## src/cpi_cfg.svh

```systemverilog
// register offsets, field positions, reset values of the interrupt block
`ifndef CPI_CFG_SVH
`define CPI_CFG_SVH

`define CPI_OFF_CTRL 8'h00
`define CPI_OFF_FLAGS 8'h04
`define CPI_OFF_STATUS 8'h08
`define CPI_OFF_RT_RATE 8'h0C
`define CPI_OFF_AUTO_CTRL 8'h10
`define CPI_OFF_AUTO_PERIOD 8'h14

// control register fields
`define CPI_CTRL_RT_SRC 8
`define CPI_CTRL_PSEUDO 9
`define CPI_CTRL_XTAL_EN 10
`define CPI_CTRL_RT_STOP_RUN 11

// auto timer control fields
`define CPI_AUTO_EN 0
`define CPI_AUTO_CLK 1
`define CPI_AUTO_PIN 2

// flag/enable bit indices
`define CPI_NSRC 6
`define CPI_SRC_RT 0
`define CPI_SRC_PLL 1
`define CPI_SRC_XTAL 2
`define CPI_SRC_LOW 3
`define CPI_SRC_TEMP 4
`define CPI_SRC_AUTO 5

`define CPI_RT_RATE_RST 16'hFFFF
`define CPI_AUTO_PERIOD_RST 16'h0000

`define CPI_RESP_OKAY 2'h0
`define CPI_RESP_SLVERR 2'h2

`endif

```

## src/cpi_pkg.sv

```systemverilog
// types shared by the clock/power interrupt block
package cpi_pkg;

  // analog monitor and status inputs
  typedef struct packed {
    logic pll_lock;
    logic crystal_ready;
    logic stop_mode;
    logic full_stop;
    logic full_performance_mode;
    logic supply_below;
    logic supply_above;
    logic temp_above;
    logic temp_below;
  } cpi_mon_t;

  // one-cycle ticks of the slow timer clocks
  typedef struct packed {
    logic internal_rc_clock;
    logic crystal_clock;
    logic auto_rc_clock;
    logic bus_clock_on;
  } cpi_tick_t;

  // software control bits
  typedef struct packed {
    logic rt_clock_source_select;
    logic pseudo_stop_select;
    logic crystal_enable;
    logic rt_run_in_stop;
  } cpi_ctrl_t;

  // auto timer control
  typedef struct packed {
    logic auto_timer_pin_output_enable;
    logic auto_timer_clock_select;
    logic auto_timer_enable;
  } cpi_auto_t;

endpackage : cpi_pkg

```

## src/cpi_irq.sv

```systemverilog
// interrupt flags, real-time and autonomous timers with AXI4-Lite slave
// Function
// - real-time timer counts internal RC or crystal ticks by source select
// - in stop, real-time counter runs only with pseudo-stop, crystal, run bit
// - period end sets real-time flag and restarts immediately
// - any write to real-time rate register restarts the period
// - real-time request only while its enable is set
// - lock change in either direction sets flag; write one clears
// - crystal good stays zero while disabled; needs PLL lock first
// - any crystal good change sets crystal change flag
// - losing PLL lock also clears crystal good
// - crystal change request passes only with its enable
// - in full performance, low supply status follows monitor levels
// - low supply status change sets flag; request needs enable
// - in full performance, over-temp status follows monitor levels
// - over-temp status change sets flag; request needs enable
// - setting auto enable starts timer for 16-bit period
// - auto clock is RC or bus; select writable only while disabled
// - auto period writable only while disabled, else write ignored
// - auto period end sets flag, restarts; request needs enable
// - auto timer freezes when on bus clock and bus clock off
// - enable plus pin enable drives timer waveform to pin
`include "cpi_cfg.svh"

module cpi_irq
  import cpi_pkg::*;
(
  // clock and reset
  input wire logic aclk,
  input wire logic aresetn,
  // write address channel
  input wire logic [7:0] s_axi_awaddr,
  input wire logic s_axi_awvalid,
  output logic s_axi_awready,
  // write data channel
  input wire logic [31:0] s_axi_wdata,
  input wire logic [3:0] s_axi_wstrb,
  input wire logic s_axi_wvalid,
  output logic s_axi_wready,
  // write response channel
  output logic [1:0] s_axi_bresp,
  output logic s_axi_bvalid,
  input wire logic s_axi_bready,
  // read address channel
  input wire logic [7:0] s_axi_araddr,
  input wire logic s_axi_arvalid,
  output logic s_axi_arready,
  // read data channel
  output logic [31:0] s_axi_rdata,
  output logic [1:0] s_axi_rresp,
  output logic s_axi_rvalid,
  input wire logic s_axi_rready,
  // monitors and clock ticks
  input wire cpi_mon_t mon,
  input wire cpi_tick_t tick,
  // requests toward the cpu and waveform pin
  output logic [5:0] irq_req,
  output logic auto_timer_waveform_pin
);

  logic [5:0] irq_enable_q;
  cpi_ctrl_t ctrl_q;
  cpi_auto_t auto_q;
  logic [15:0] rt_rate_register_q;
  logic [15:0] auto_timer_period_q;
  logic [5:0] flag_q;
  logic [5:0] flag_set;
  logic [5:0] flag_clr;
  logic [15:0] rt_cnt_q;
  logic [15:0] auto_cnt_q;
  logic lock_q;
  logic crystal_good_status_q;
  logic crystal_good_d;
  logic low_supply_q;
  logic over_temp_status_q;
  logic pin_q;
  logic wr_go;
  logic rd_go;
  logic [31:0] wmask;
  logic [31:0] wval;
  logic [31:0] rdata_d;
  logic [1:0] rresp_d;
  logic wr_hit;
  logic rt_tick;
  logic rt_run;
  logic rt_end;
  logic auto_tick;
  logic auto_end;

  // byte-lane mask from write strobes
  genvar gi;
  generate
    for (gi = 0; gi < 4; gi++) begin : g_lane
      assign wmask[gi*8 +: 8] = {8{s_axi_wstrb[gi]}};
    end
  endgenerate

  assign wval = s_axi_wdata & wmask;

  // write taken when address and data both present
  assign s_axi_awready = s_axi_awvalid & s_axi_wvalid & ~s_axi_bvalid;
  assign s_axi_wready = s_axi_awready;
  assign wr_go = s_axi_awready;
  assign s_axi_arready = ~s_axi_rvalid;
  assign rd_go = s_axi_arvalid & s_axi_arready;

  always_comb begin
    wr_hit = 1'b1;
    if (s_axi_awaddr == `CPI_OFF_CTRL) begin
      wr_hit = 1'b1;
    end else if (s_axi_awaddr == `CPI_OFF_FLAGS) begin
      wr_hit = 1'b1;
    end else if (s_axi_awaddr == `CPI_OFF_STATUS) begin
      wr_hit = 1'b1;
    end else if (s_axi_awaddr == `CPI_OFF_RT_RATE) begin
      wr_hit = 1'b1;
    end else if (s_axi_awaddr == `CPI_OFF_AUTO_CTRL) begin
      wr_hit = 1'b1;
    end else if (s_axi_awaddr == `CPI_OFF_AUTO_PERIOD) begin
      wr_hit = 1'b1;
    end else begin
      wr_hit = 1'b0;
    end
  end

  // write response
  always_ff @(posedge aclk) begin
    if (!aresetn) begin
      s_axi_bvalid <= 1'b0;
      s_axi_bresp <= `CPI_RESP_OKAY;
    end else if (wr_go) begin
      s_axi_bvalid <= 1'b1;
      s_axi_bresp <= wr_hit ? `CPI_RESP_OKAY : `CPI_RESP_SLVERR;
    end else if (s_axi_bready) begin
      s_axi_bvalid <= 1'b0;
    end
  end

  // interrupt enables, low byte of the control register
  always_ff @(posedge aclk) begin
    if (!aresetn) begin
      irq_enable_q <= 6'h00;
    end else if (wr_go && s_axi_wstrb[0]
                 && s_axi_awaddr == `CPI_OFF_CTRL) begin
      irq_enable_q <= s_axi_wdata[5:0];
    end
  end

  // clock source and stop-mode control bits
  always_ff @(posedge aclk) begin
    if (!aresetn) begin
      ctrl_q <= '0;
    end else if (wr_go && s_axi_wstrb[1]
                 && s_axi_awaddr == `CPI_OFF_CTRL) begin
      ctrl_q.rt_clock_source_select <= s_axi_wdata[`CPI_CTRL_RT_SRC];
      ctrl_q.pseudo_stop_select <= s_axi_wdata[`CPI_CTRL_PSEUDO];
      ctrl_q.crystal_enable <= s_axi_wdata[`CPI_CTRL_XTAL_EN];
      ctrl_q.rt_run_in_stop <= s_axi_wdata[`CPI_CTRL_RT_STOP_RUN];
    end
  end

  // real-time rate register
  always_ff @(posedge aclk) begin
    if (!aresetn) begin
      rt_rate_register_q <= `CPI_RT_RATE_RST;
    end else if (wr_go && s_axi_awaddr == `CPI_OFF_RT_RATE) begin
      rt_rate_register_q <= (rt_rate_register_q & ~wmask[15:0])
                            | wval[15:0];
    end
  end

  // auto timer control
  always_ff @(posedge aclk) begin
    if (!aresetn) begin
      auto_q <= '0;
    end else if (wr_go && s_axi_wstrb[0]
                 && s_axi_awaddr == `CPI_OFF_AUTO_CTRL) begin
      auto_q.auto_timer_enable <= s_axi_wdata[`CPI_AUTO_EN];
      auto_q.auto_timer_pin_output_enable <= s_axi_wdata[`CPI_AUTO_PIN];
      if (!auto_q.auto_timer_enable) begin
        auto_q.auto_timer_clock_select <= s_axi_wdata[`CPI_AUTO_CLK];
      end
    end
  end

  // auto period, locked while the timer runs
  always_ff @(posedge aclk) begin
    if (!aresetn) begin
      auto_timer_period_q <= `CPI_AUTO_PERIOD_RST;
    end else if (wr_go && !auto_q.auto_timer_enable
                 && s_axi_awaddr == `CPI_OFF_AUTO_PERIOD) begin
      auto_timer_period_q <= (auto_timer_period_q & ~wmask[15:0])
                             | wval[15:0];
    end
  end

  // real-time timer
  assign rt_tick = ctrl_q.rt_clock_source_select ?
                   tick.crystal_clock : tick.internal_rc_clock;
  assign rt_run = !mon.stop_mode
                  || (ctrl_q.pseudo_stop_select
                      && ctrl_q.rt_clock_source_select
                      && ctrl_q.rt_run_in_stop);
  assign rt_end = rt_tick && rt_run && rt_cnt_q == rt_rate_register_q;

  always_ff @(posedge aclk) begin
    if (!aresetn) begin
      rt_cnt_q <= 16'h0000;
    end else if (wr_go && s_axi_awaddr == `CPI_OFF_RT_RATE) begin
      rt_cnt_q <= 16'h0000;
    end else if (rt_end) begin
      rt_cnt_q <= 16'h0000;
    end else if (rt_tick && rt_run) begin
      rt_cnt_q <= rt_cnt_q + 16'h0001;
    end
  end

  // autonomous timer
  assign auto_tick = auto_q.auto_timer_clock_select ?
                     tick.bus_clock_on : tick.auto_rc_clock;
  assign auto_end = auto_q.auto_timer_enable && auto_tick
                    && auto_cnt_q == auto_timer_period_q;

  always_ff @(posedge aclk) begin
    if (!aresetn) begin
      auto_cnt_q <= 16'h0000;
    end else if (!auto_q.auto_timer_enable) begin
      auto_cnt_q <= 16'h0000;
    end else if (auto_end) begin
      auto_cnt_q <= 16'h0000;
    end else if (auto_tick) begin
      auto_cnt_q <= auto_cnt_q + 16'h0001;
    end
  end

  // waveform toggles each period while routed to the pin
  always_ff @(posedge aclk) begin
    if (!aresetn) begin
      pin_q <= 1'b0;
    end else if (!(auto_q.auto_timer_enable
                   && auto_q.auto_timer_pin_output_enable)) begin
      pin_q <= 1'b0;
    end else if (auto_end) begin
      pin_q <= ~pin_q;
    end
  end

  assign auto_timer_waveform_pin = pin_q;

  // status tracking
  // good rises only once the registered lock is already up
  assign crystal_good_d = ctrl_q.crystal_enable && lock_q && mon.pll_lock
                          && mon.crystal_ready && !mon.full_stop;

  // registered lock status
  always_ff @(posedge aclk) begin
    if (!aresetn) begin
      lock_q <= 1'b0;
    end else begin
      lock_q <= mon.pll_lock;
    end
  end

  // registered crystal good status
  always_ff @(posedge aclk) begin
    if (!aresetn) begin
      crystal_good_status_q <= 1'b0;
    end else begin
      crystal_good_status_q <= crystal_good_d;
    end
  end

  // low supply level, updated only in full performance mode
  always_ff @(posedge aclk) begin
    if (!aresetn) begin
      low_supply_q <= 1'b0;
    end else if (mon.full_performance_mode) begin
      if (mon.supply_below) begin
        low_supply_q <= 1'b1;
      end else if (mon.supply_above) begin
        low_supply_q <= 1'b0;
      end
    end
  end

  // over-temp level, updated only in full performance mode
  always_ff @(posedge aclk) begin
    if (!aresetn) begin
      over_temp_status_q <= 1'b0;
    end else if (mon.full_performance_mode) begin
      if (mon.temp_above) begin
        over_temp_status_q <= 1'b1;
      end else if (mon.temp_below) begin
        over_temp_status_q <= 1'b0;
      end
    end
  end

  // flag set events
  always_comb begin
    flag_set = 6'h00;
    flag_set[`CPI_SRC_RT] = rt_end;
    flag_set[`CPI_SRC_PLL] = lock_q != mon.pll_lock;
    flag_set[`CPI_SRC_XTAL] = crystal_good_status_q != crystal_good_d;
    flag_set[`CPI_SRC_LOW] = mon.full_performance_mode
      && ((mon.supply_below && !low_supply_q)
          || (!mon.supply_below && mon.supply_above
              && low_supply_q));
    flag_set[`CPI_SRC_TEMP] = mon.full_performance_mode
      && ((mon.temp_above && !over_temp_status_q)
          || (!mon.temp_above && mon.temp_below
              && over_temp_status_q));
    flag_set[`CPI_SRC_AUTO] = auto_end;
  end

  assign flag_clr = (wr_go && s_axi_awaddr == `CPI_OFF_FLAGS) ?
                    wval[5:0] : 6'h00;

  // set wins over clear
  always_ff @(posedge aclk) begin
    if (!aresetn) begin
      flag_q <= 6'h00;
    end else begin
      flag_q <= (flag_q & ~flag_clr) | flag_set;
    end
  end

  // requests held while flag and enable both set
  assign irq_req = flag_q & irq_enable_q;

  // read data select
  always_comb begin
    rdata_d = 32'h0000_0000;
    rresp_d = `CPI_RESP_OKAY;
    if (s_axi_araddr == `CPI_OFF_CTRL) begin
      rdata_d[5:0] = irq_enable_q;
      rdata_d[`CPI_CTRL_RT_SRC] = ctrl_q.rt_clock_source_select;
      rdata_d[`CPI_CTRL_PSEUDO] = ctrl_q.pseudo_stop_select;
      rdata_d[`CPI_CTRL_XTAL_EN] = ctrl_q.crystal_enable;
      rdata_d[`CPI_CTRL_RT_STOP_RUN] = ctrl_q.rt_run_in_stop;
    end else if (s_axi_araddr == `CPI_OFF_FLAGS) begin
      rdata_d[5:0] = flag_q;
    end else if (s_axi_araddr == `CPI_OFF_STATUS) begin
      rdata_d[0] = lock_q;
      rdata_d[1] = crystal_good_status_q;
      rdata_d[2] = low_supply_q;
      rdata_d[3] = over_temp_status_q;
    end else if (s_axi_araddr == `CPI_OFF_RT_RATE) begin
      rdata_d[15:0] = rt_rate_register_q;
    end else if (s_axi_araddr == `CPI_OFF_AUTO_CTRL) begin
      rdata_d[`CPI_AUTO_EN] = auto_q.auto_timer_enable;
      rdata_d[`CPI_AUTO_CLK] = auto_q.auto_timer_clock_select;
      rdata_d[`CPI_AUTO_PIN] = auto_q.auto_timer_pin_output_enable;
    end else if (s_axi_araddr == `CPI_OFF_AUTO_PERIOD) begin
      rdata_d[15:0] = auto_timer_period_q;
    end else begin
      rresp_d = `CPI_RESP_SLVERR;
    end
  end

  // read response
  always_ff @(posedge aclk) begin
    if (!aresetn) begin
      s_axi_rvalid <= 1'b0;
      s_axi_rdata <= 32'h0000_0000;
      s_axi_rresp <= `CPI_RESP_OKAY;
    end else if (rd_go) begin
      s_axi_rvalid <= 1'b1;
      s_axi_rdata <= rdata_d;
      s_axi_rresp <= rresp_d;
    end else if (s_axi_rready) begin
      s_axi_rvalid <= 1'b0;
    end
  end

endmodule : cpi_irq

```

## config.mk

```make
export PLATFORM = sky130hd
export DESIGN_NAME = cpi_irq
export DESIGN_NICKNAME = d
export VERILOG_FILES = /design/src/cpi_pkg.sv /design/src/cpi_irq.sv
export VERILOG_INCLUDE_DIRS = /design/src
export SDC_FILE = /design/constraint.sdc
export NUM_CORES = 1
export LEC_CHECK = 0
export BUFFER_PORTS_ARGS = -buffer_cell sky130_fd_sc_hd__buf_4
export CORE_ASPECT_RATIO = 2
export CORE_MARGIN = 1
export CORE_UTILIZATION = 41
export DETAILED_ROUTE_END_ITERATION = 12
export GPL_TIMING_DRIVEN = 0
export PLACE_DENSITY = 0.66
export SKIP_CTS_REPAIR_TIMING = 1
export SLEW_MARGIN = 20
export SYNTH_ARGS = -nofsm -noshare
export SYNTH_HDL_FRONTEND = slang
export SYNTH_SLANG_ARGS = --single-unit
```

## constraint.sdc

```tcl
create_clock -name aclk -period 1.9 [get_ports aclk]
set_input_delay 0.38 -clock aclk [delete_from_list [all_inputs] [get_ports aclk]]
set_output_delay 0.38 -clock aclk [all_outputs]
set_load 0.005 [all_outputs]
```

# == After elaboration in Yosys (flattened, before gate mapping) ==
# Cells that the tools add are included.
# word_totals
inputBits,72
elab_cells,148
register_bits,110
# classes
reduce_logical,50
n_eq_ne,14
add_sub_neg,2
mux,41
bitwise_logic,18
# op_table
operator,n
2-to-1 mux 16 bit,7
bitwise AND 16 bit,3
"adder 16 x 1 -> 16 bit, second input constant",2
== test 16 bit,2
"== test 8 x 4 -> 1 bit, second input constant",4
"== test 8 x 5 -> 1 bit, second input constant",4
OR 16 bit,2
logical AND 1 bit,28
2-to-1 mux 6 bit,3
"== test 8 x 3 -> 1 bit, second input constant",2
zero test 8 bit,2
2-to-1 mux 1 bit,16
2-to-1 mux 2 bit,8
inverter 16 bit,1
2-to-1 mux 13 bit,1
bitwise AND 6 bit,2
2-to-1 mux 12 bit,1
2-to-1 mux 4 bit,3
2-to-1 mux 10 bit,1
AND reduction 2 bit,4
nonzero test 2 bit,4
zero test 1 bit,7
inverter 6 bit,1
OR 6 bit,1
6 further kinds,16

# == Depth between registers and ports, before layout ==
# Gate-level depths: netlist of run 1.
# logic_depth
ltp_word,12
mapped_depth,7

# == Worst setup path before layout of run 1 ==
# Ideal clock, no wire load.
# synth_path
path_type,input-to-reg
from,in s_axi_awaddr[0]
to,reg auto_q[1] in the netlist's numbering
slack_ns,0.030
path_stages,5
arrival_ns,1.743
path_buffers,0
required_ns,1.773
path_cell_list,or4_4 > nor4_4 > nand3_1 > o211ai_1 > o31ai_1
# synth_via
elab_chain_len,3
# synth_rtl
element,line_no,source
from (decl),cpi_irq.sv:32,"input wire logic [7:0] s_axi_awaddr,"
== test 8 x 5 -> 1 bit (no source line),-,
logical AND 1 bit (no source line),-,
AND reduction 2 bit (no source line),-,
to (decl),cpi_irq.sv:63,cpi_auto_t auto_q;
# Every way passes these cells.
# A chain may end at the register's enable or synchronous reset.

# == Final worst setup path of run 1 ==
# layout_path
from,reg rt_cnt_q[3]
to,reg rt_cnt_q[10]
# layout_via
elab_chain_len,3
# layout_rtl
element,line_no,source
from (decl),cpi_irq.sv:69,logic [15:0] rt_cnt_q;
from (signal assigned),cpi_irq.sv:214,rt_cnt_q <= rt_cnt_q + 16'h0001;
branches (longest 3 deep; another with adder 16 x 1 -> 16 bit),-,
# Parallel ways; which one is timed is not known.

==> results of run 1 <==
==> worst min path at each step <==
stage | from | endpoint | slack [ns] | depth (start not counted)
2_1_floorplan | ctrl_q[1]$_SDFFE_PN0P_ | s_axi_rdata[10]$_SDFFE_PN0P_ | 0.44 | 2
3_3_place_gp | s_axi_rdata[4]$_SDFFE_PN0P_ | s_axi_rdata[4]$_SDFFE_PN0P_ | 0.45 | 2
3_5_place_dp | s_axi_rdata[4]$_SDFFE_PN0P_ | s_axi_rdata[4]$_SDFFE_PN0P_ | 0.45 | 2
4_1_cts | mon[5] | crystal_good_status_q$_SDFF_PN0_ | 0.19 | 2
5_1_grt | mon[5] | crystal_good_status_q$_SDFF_PN0_ | 0.20 | 2
6_report | mon[5] | crystal_good_status_q$_SDFF_PN0_ | 0.19 | 2
==> area by class of cell <==
| type | instances | area, um^2 | area share [%] |
|---|---|---|---|
| inverter | 11 | 41.3 | 0.627 |
| sequential | 108 | 2160 | 32.9 |
| clock buffer | 9 | 225 | 3.42 |
| buffer | 43 | 248 | 3.76 |
| timing repair buffer | 86 | 646 | 9.81 |
| clock inverter | 7 | 96.3 | 1.46 |
| multi-input combinational | 467 | 2980 | 45.2 |
| tap | 150 | 188 | 2.85 |
==> cell usage in the layout (no fill, tap or decap), types with 4 or more instances in the layout <==
| cell type | instances |
|---|---|
| nor3_1 | 8 |
| nand3b_1 | 4 |
| xnor2_1 | 24 |
| mux2i_1 | 31 |
| clkbuf_16 | 9 |
| clkbuf_1 | 14 |
| nor2b_1 | 4 |
| dfxtp_1 | 107 |
| nor2_1 | 80 |
| o31ai_1 | 4 |
| buf_4 | 105 |
| and2_1 | 12 |
| o21ai_0 | 8 |
| buf_2 | 6 |
| a221oi_1 | 8 |
| nor4_1 | 6 |
| nand2b_1 | 8 |
| a21oi_1 | 19 |
| and3_1 | 5 |
| nand2_1 | 63 |
| xor2_1 | 40 |
| inv_1 | 11 |
| nand4_1 | 16 |
| a22o_1 | 14 |
| a22oi_1 | 5 |
| nand3_1 | 40 |
| conb_1 | 18 |
==> critical path, cell delays in order, from the launching register on <==
cell and delay [ns]:
dfxtp_2 0.38, xor2_1 0.15, nor4_1 0.45, nand3_2 0.19, o21ai_4 0.23, clkbuf_4 0.24, nor2_1 0.07
==> power by group through the flow <==
stage          Clock [mW]  Combinational [mW]  Sequential, mW
2_1_floorplan           0               0.183            2.36
3_3_place_gp            0               0.378            2.36
3_5_place_dp            0               0.385            2.36
5_1_grt              2.15               0.435            2.31
4_1_cts              2.07               0.387            2.31
6_report             2.04               0.403            2.31
==> kinds of logic after synthesis <==
kind of cell	after synthesis	share of synthesized area (%)
adders and majority gates	2	0.471
xor gates and xnor gates	64	10.6
muxes	33	6.25
buffers and inverters	56	5.47
AOI/OAI and AO/OA	81	11.0
other	1	0.0706
DFF	108	40.7
and+or+nand+nor	269	25.5
==> metal layers <==
| metal | global-route usage, % | wire, um |
|---|---|---|
| met5 | 0 | 0 |
| met4 | 18.9 | 1230 |
| met3 | 4.54 | 812 |
| met2 | 45.8 | 8750 |
| met1 | 24.4 | 5470 |
==> through the flow <==
step	hold slack, ns	setup TNS (ns)	power [mW]
finish	0.193	0	4.75
global route	0.198	-0.219	4.90
CTS	0.191	-3.64	4.77
detailed placement	0.453	-18.42	2.75
global placement	0.447	-16.72	2.74
floorplan	0.443	0	2.54
==> summary.txt, run 1 <==
Cell taking the most area after synthesis = dfxtp_1
Vias = 4928
Pre-antenna DRT Iters = 5
Boundary Pins = 120
Area of the die = 13400 um^2
Worst-path clk slew = 0.08 ns
Clock Sinks = 108
Slew headroom = 51.1%
Skew final = 0.00996 ns
Share of the yosys chip area belonging to registers = 40.7%
Cells after DPL = 862
Fin. Hold Viols = 0
Period utilization = 96.2%
Largest cells by area after synthesis = dfxtp_1 (41%), xor2_1 (6.6%), mux2i_1 (6.0%), nor2_1 (5.7%), nand2_1 (4.5%)
Post-route setup slack = 0.0723 ns
# rows = 58
Critical Path RT = 2.14 ns
Chip width = 82.5 um
Hold Path Class = input port to flip-flop
Final Setup Violations = 0
CP endpoint = rt_cnt_q[10]$_SDFFE_PP0P_
R2r setup slk = 0.07 ns
Reg2reg end = rt_cnt_q[10]$_SDFFE_PP0P_
Most frequent cells after synthesis = dfxtp_1 (108), nor2_1 (80), nand2_1 (63), nand3_1 (42), xor2_1 (40)
CTS buffer count = 9
Fin nets = 800
Worst skew pair latency = 0.36 ns
Core area = 12600 um^2
# Max-Cap Violations = 0
Fillers = 1248
Setup crit end kind = flip-flop
Min Clock Period, post-route = 1.83 ns
Number of port buffers = 81
Max Clock Freq = 0.547 GHz
Slew @ Worst Pin = 0.715 ns
DP Area = 6170 um^2
Antenna violations before repair = 0
Layout cells sized above 1 = 21.3%
Worst Setup SP = rt_cnt_q[3]$_SDFFE_PP0P_
Status = finished, final reports clean
Final std cells w/o fill = 881
GRT Total Usage = 25.4%
Syn-to-layout area delta = 24.0%
Ys flop type = dfxtp_1
CTS tree = yes
Gr ovfl total = 0
Initial core utilization = 42.0%
Synth Instances = 614
Yosys cell types = 53
Root Buffer = clkbuf_16
Combinational share of power = 8.5%
ANT nets after route = 0
Final core utilization = 52.1%
Async set or reset register ratio after synthesis = 0%
Vias per Instance = 5.59
Longest Clk Path Bufs = 2
Sw frac = 23.5%
Most common cell in the netlist = dfxtp_1
Worst-path fanout max = 10
Largest net degree at the start of global routing = 19
Die Span Y = 163 um
ANT cells = 0
Post-route DRC = 0
Power density cells = 722 nW/um^2
Global-route wire length before repair = 25000 um
Routed wire per std cell = 18.5 um
Worst vdd ir = 0.000608 V
Clock power share = 42.9%
Vias in the first global route = 4889
Final slew viol count = 0
Yosys top cell area share = 40.7%
Setup WS pre-CTS = -0.399 ns
Number of flops mapped to enable cells by yosys = 0
Crit path launch type = flip-flop
GP Congestion = 0.955
Lkg Pwr = 2.79 nW
Mapped cell area = 5310 um^2
WP data arrival = 2.07 ns
Switching Power = 1.12 mW
Yosys reg bits = 108
Worst reg2reg path depth = 6
Pint = 3.63 mW
Final wirelength = 16300 um
CTS H-tree depth = 3
Avg Cell Area, Syn = 8.65 um^2
Worst r2r src = rt_cnt_q[3]$_SDFFE_PP0P_
Ys Warns = 0
Flop pwr share = 48.6%
Dpl hpwl = 12800 um
Drt first-iter violations = 266
Setup CP Type = flip-flop to flip-flop
Post-route cell area = 6580 um^2
No activity file was read; power rests on OpenSTA's default activity.
==> run 2, diff against run 1 <==
- PLACE_DENSITY: 0.66 -> default
- PLACE_DENSITY_LB_ADDON: default -> 0.25
==> summary.txt, run 2 (synthesis gave the netlist of run 1 again) <==
Switching Power = 1.14 mW (was 1.12 mW)
Clock Sinks = 108 (unchanged)
Combinational share of power = 9.0% (was 8.5%)
Top delay family on crit path = simple AND/OR/NAND/NOR gates (unchanged)
GRT met3 Usage = 3.75% (was 4.54%)
Sw frac = 25.1% (was 23.5%)
Vias = 4906 (was 4928)
Gr ovfl total = 0 (unchanged)
Fin nets = 801 (was 800)
CP max stage cell = or3_1 (was nor4_1)
Final core utilization = 51.8% (was 52.1%)
Largest net degree at the start of global routing = 20 (was 19)
Worst vdd ir = 0.000481 V (was 0.000608 V)
Clock power share = 39.9% (was 42.9%)
Vias in the first global route = 4822 (was 4889)
Post-route DRC = 0 (unchanged)
Worst skew pair latency = 0.35 ns (was 0.36 ns)
Fin. Hold Viols = 0 (unchanged)
Period utilization = 97.0% (was 96.2%)
Root Buffer = clkbuf_16 (unchanged)
CP most frequent cell = buf_2
Worst-path clk slew = 0.07 ns (was 0.08 ns)
Critical path's largest stage delay = 0.37 ns (was 0.45 ns)
# Max-Cap Violations = 0 (unchanged)
Post-route cell area = 6550 um^2 (was 6580 um^2)
Chip width = 82.5 um (unchanged)
Pint = 3.38 mW (was 3.63 mW)
Met1 global-route usage = 25.3% (was 24.4%)
Max Clock Freq = 0.542 GHz (was 0.547 GHz)
Crit path launch type = input port (was flip-flop)
# rows = 58 (unchanged)
Most common cell after layout, fill and taps aside = buf_4 (was dfxtp_1)
Longest Clk Path Bufs = 2 (unchanged)
GP Congestion = 0.937 (was 0.955)
Number of port buffers = 81 (unchanged)
DP Area = 6170 um^2 (unchanged)
Routed wire per std cell = 18.2 um (was 18.5 um)
CP Cell Sequence = buf_2, or3_1, clkbuf_1, nor3_2, buf_2, a221oi_1, a21oi_1 (was xor2_1, nor4_1, nand3_2, o21ai_4, clkbuf_4, nor2_1)
Critical Path RT = 2.18 ns (was 2.14 ns)
GRT Total Usage = 25.4% (about the same)
Commonest cells after routing, fill and taps aside = buf_4 (106), dfxtp_1 (104), nor2_1 (80), nand2_1 (63), nand3_1 (41) (was dfxtp_1 (107), buf_4 (105), nor2_1 (80), nand2_1 (63))
Core area = 12600 um^2 (unchanged)
Flop pwr share = 51.1% (was 48.6%)
Die Span Y = 163 um (unchanged)
Syn-to-layout area delta = 23.3% (was 24.0%)
Final slew viol count = 0 (unchanged)
Grt met2 use = 47.1% (was 45.8%)
Status = finished, final reports clean (unchanged)
ANT cells = 0 (unchanged)
Bufs and invs on worst path = 3 (was 1)
Multi-input logic area = 2970 um^2 (was 2980 um^2)
Final wirelength = 16100 um (was 16300 um)
Initial core utilization = 42.0% (unchanged)
ANT nets after route = 0 (unchanged)
Fillers = 1266 (was 1248)
Antenna violations before repair = 0 (unchanged)
Setup CP Type = input port to flip-flop (was flip-flop to flip-flop)
Final Setup Violations = 0 (unchanged)
Power density cells = 690 nW/um^2 (was 722 nW/um^2)
Vias per Instance = 5.56 (was 5.59)
Min Clock Period, post-route = 1.84 ns (was 1.83 ns)
Global routing's busiest layer = met2 (unchanged)
CTS buffer count = 9 (unchanged)
Layout cells sized above 1 = 21.4% (was 21.3%)
Lkg Pwr = 2.78 nW (was 2.79 nW)
Setup crit end kind = flip-flop (unchanged)
Boundary Pins = 120 (unchanged)
Sequential cell area = 2170 um^2 (was 2160 um^2)
Dpl hpwl = 12800 um (about the same)
Slew headroom = 54.8% (was 51.1%)
RSZ-0062 raised after global routing = true
Skew final = 0.00900 ns (was 0.00996 ns)
Drt first-iter violations = 270 (was 266)
Pre-antenna DRT Iters = 5 (unchanged)
Global-route wire length before repair = 25200 um (was 25000 um)
CTS tree = yes (unchanged)
Worst-path fanout max = 10 (unchanged)
CTS H-tree depth = 3 (unchanged)
Slew @ Worst Pin = 0.679 ns (was 0.715 ns)
Area of the die = 13400 um^2 (unchanged)
Hold Path Class = input port to flip-flop (unchanged)
WP data arrival = 2.12 ns (was 2.07 ns)
==> run 2: final timing paths <==
kind	startpoint	endpoint	slack, ns	depth (start not counted)
setup / recovery	s_axi_araddr[4]	s_axi_rdata[10]$_SDFFE_PN0P_	0.06	7
hold / removal	mon[5]	crystal_good_status_q$_SDFF_PN0_	0.20	2
setup reg to reg	s_axi_bvalid$_SDFFE_PN0P_	flag_q[0]$_SDFF_PN0_	0.12	6
hold reg to reg	s_axi_rdata[4]$_SDFFE_PN0P_	s_axi_rdata[4]$_SDFFE_PN0P_	0.46	2
==> run 2: per-layer routing <==
layer / vias up / part of all wire, %
met2: 186 / 56
met1: 2343 / 35
met3: 47 / 4.0
met4: 0 / 5.6
li1: 2330 / -
met5: - / 0
==> run 2: worst register-to-register path, cell delays in order (launching register included) <==
cell	delay (ns)
dfxtp_1	0.32
nand3b_1	0.18
buf_4	0.18
nor3_2	0.25
nor4b_4	0.41
a21boi_0	0.15
o21a_1	0.19
==> run 2: power groups by stage <==
| stage | sequential [mW] | clock, mW | combinational, mW |
|---|---|---|---|
| after detailed placement | 2.36 | 0 | 0.387 |
| after global placement | 2.36 | 0 | 0.381 |
| final | 2.31 | 1.80 | 0.407 |
| after CTS | 2.31 | 1.83 | 0.388 |
| after floorplan | 2.36 | 0 | 0.183 |
| after global routing | 2.31 | 1.93 | 0.438 |
==> run 2: through the flow <==
| stage | power [mW] | hold WS, ns | worst slack, ns | setup TNS [ns] | instances |
|---|---|---|---|---|---|
| after floorplan | 2.54 | 0.443 | 0.0299 | 0 | 631 |
| after global placement | 2.74 | 0.446 | -0.340 | -16.13 | 862 |
| after detailed placement | 2.75 | 0.454 | -0.358 | -18.56 | 862 |
| after CTS | 4.53 | 0.193 | -0.144 | -3.44 | 878 |
| after global routing | 4.68 | 0.213 | -0.0532 | -0.284 | 882 |
| final | 4.52 | 0.201 | 0.0565 | 0 | 882 |
==> run 2: final cells by class <==
cell class,instances,share of cell area (%)
plain buffers,43,3.78
clock buffers,9,3.44
clock inverters,7,0.879
flip-flops and latches,108,33.1
inverters,11,0.631
well taps,150,2.87
repair buffers,87,9.98
multi-input cells,467,45.3
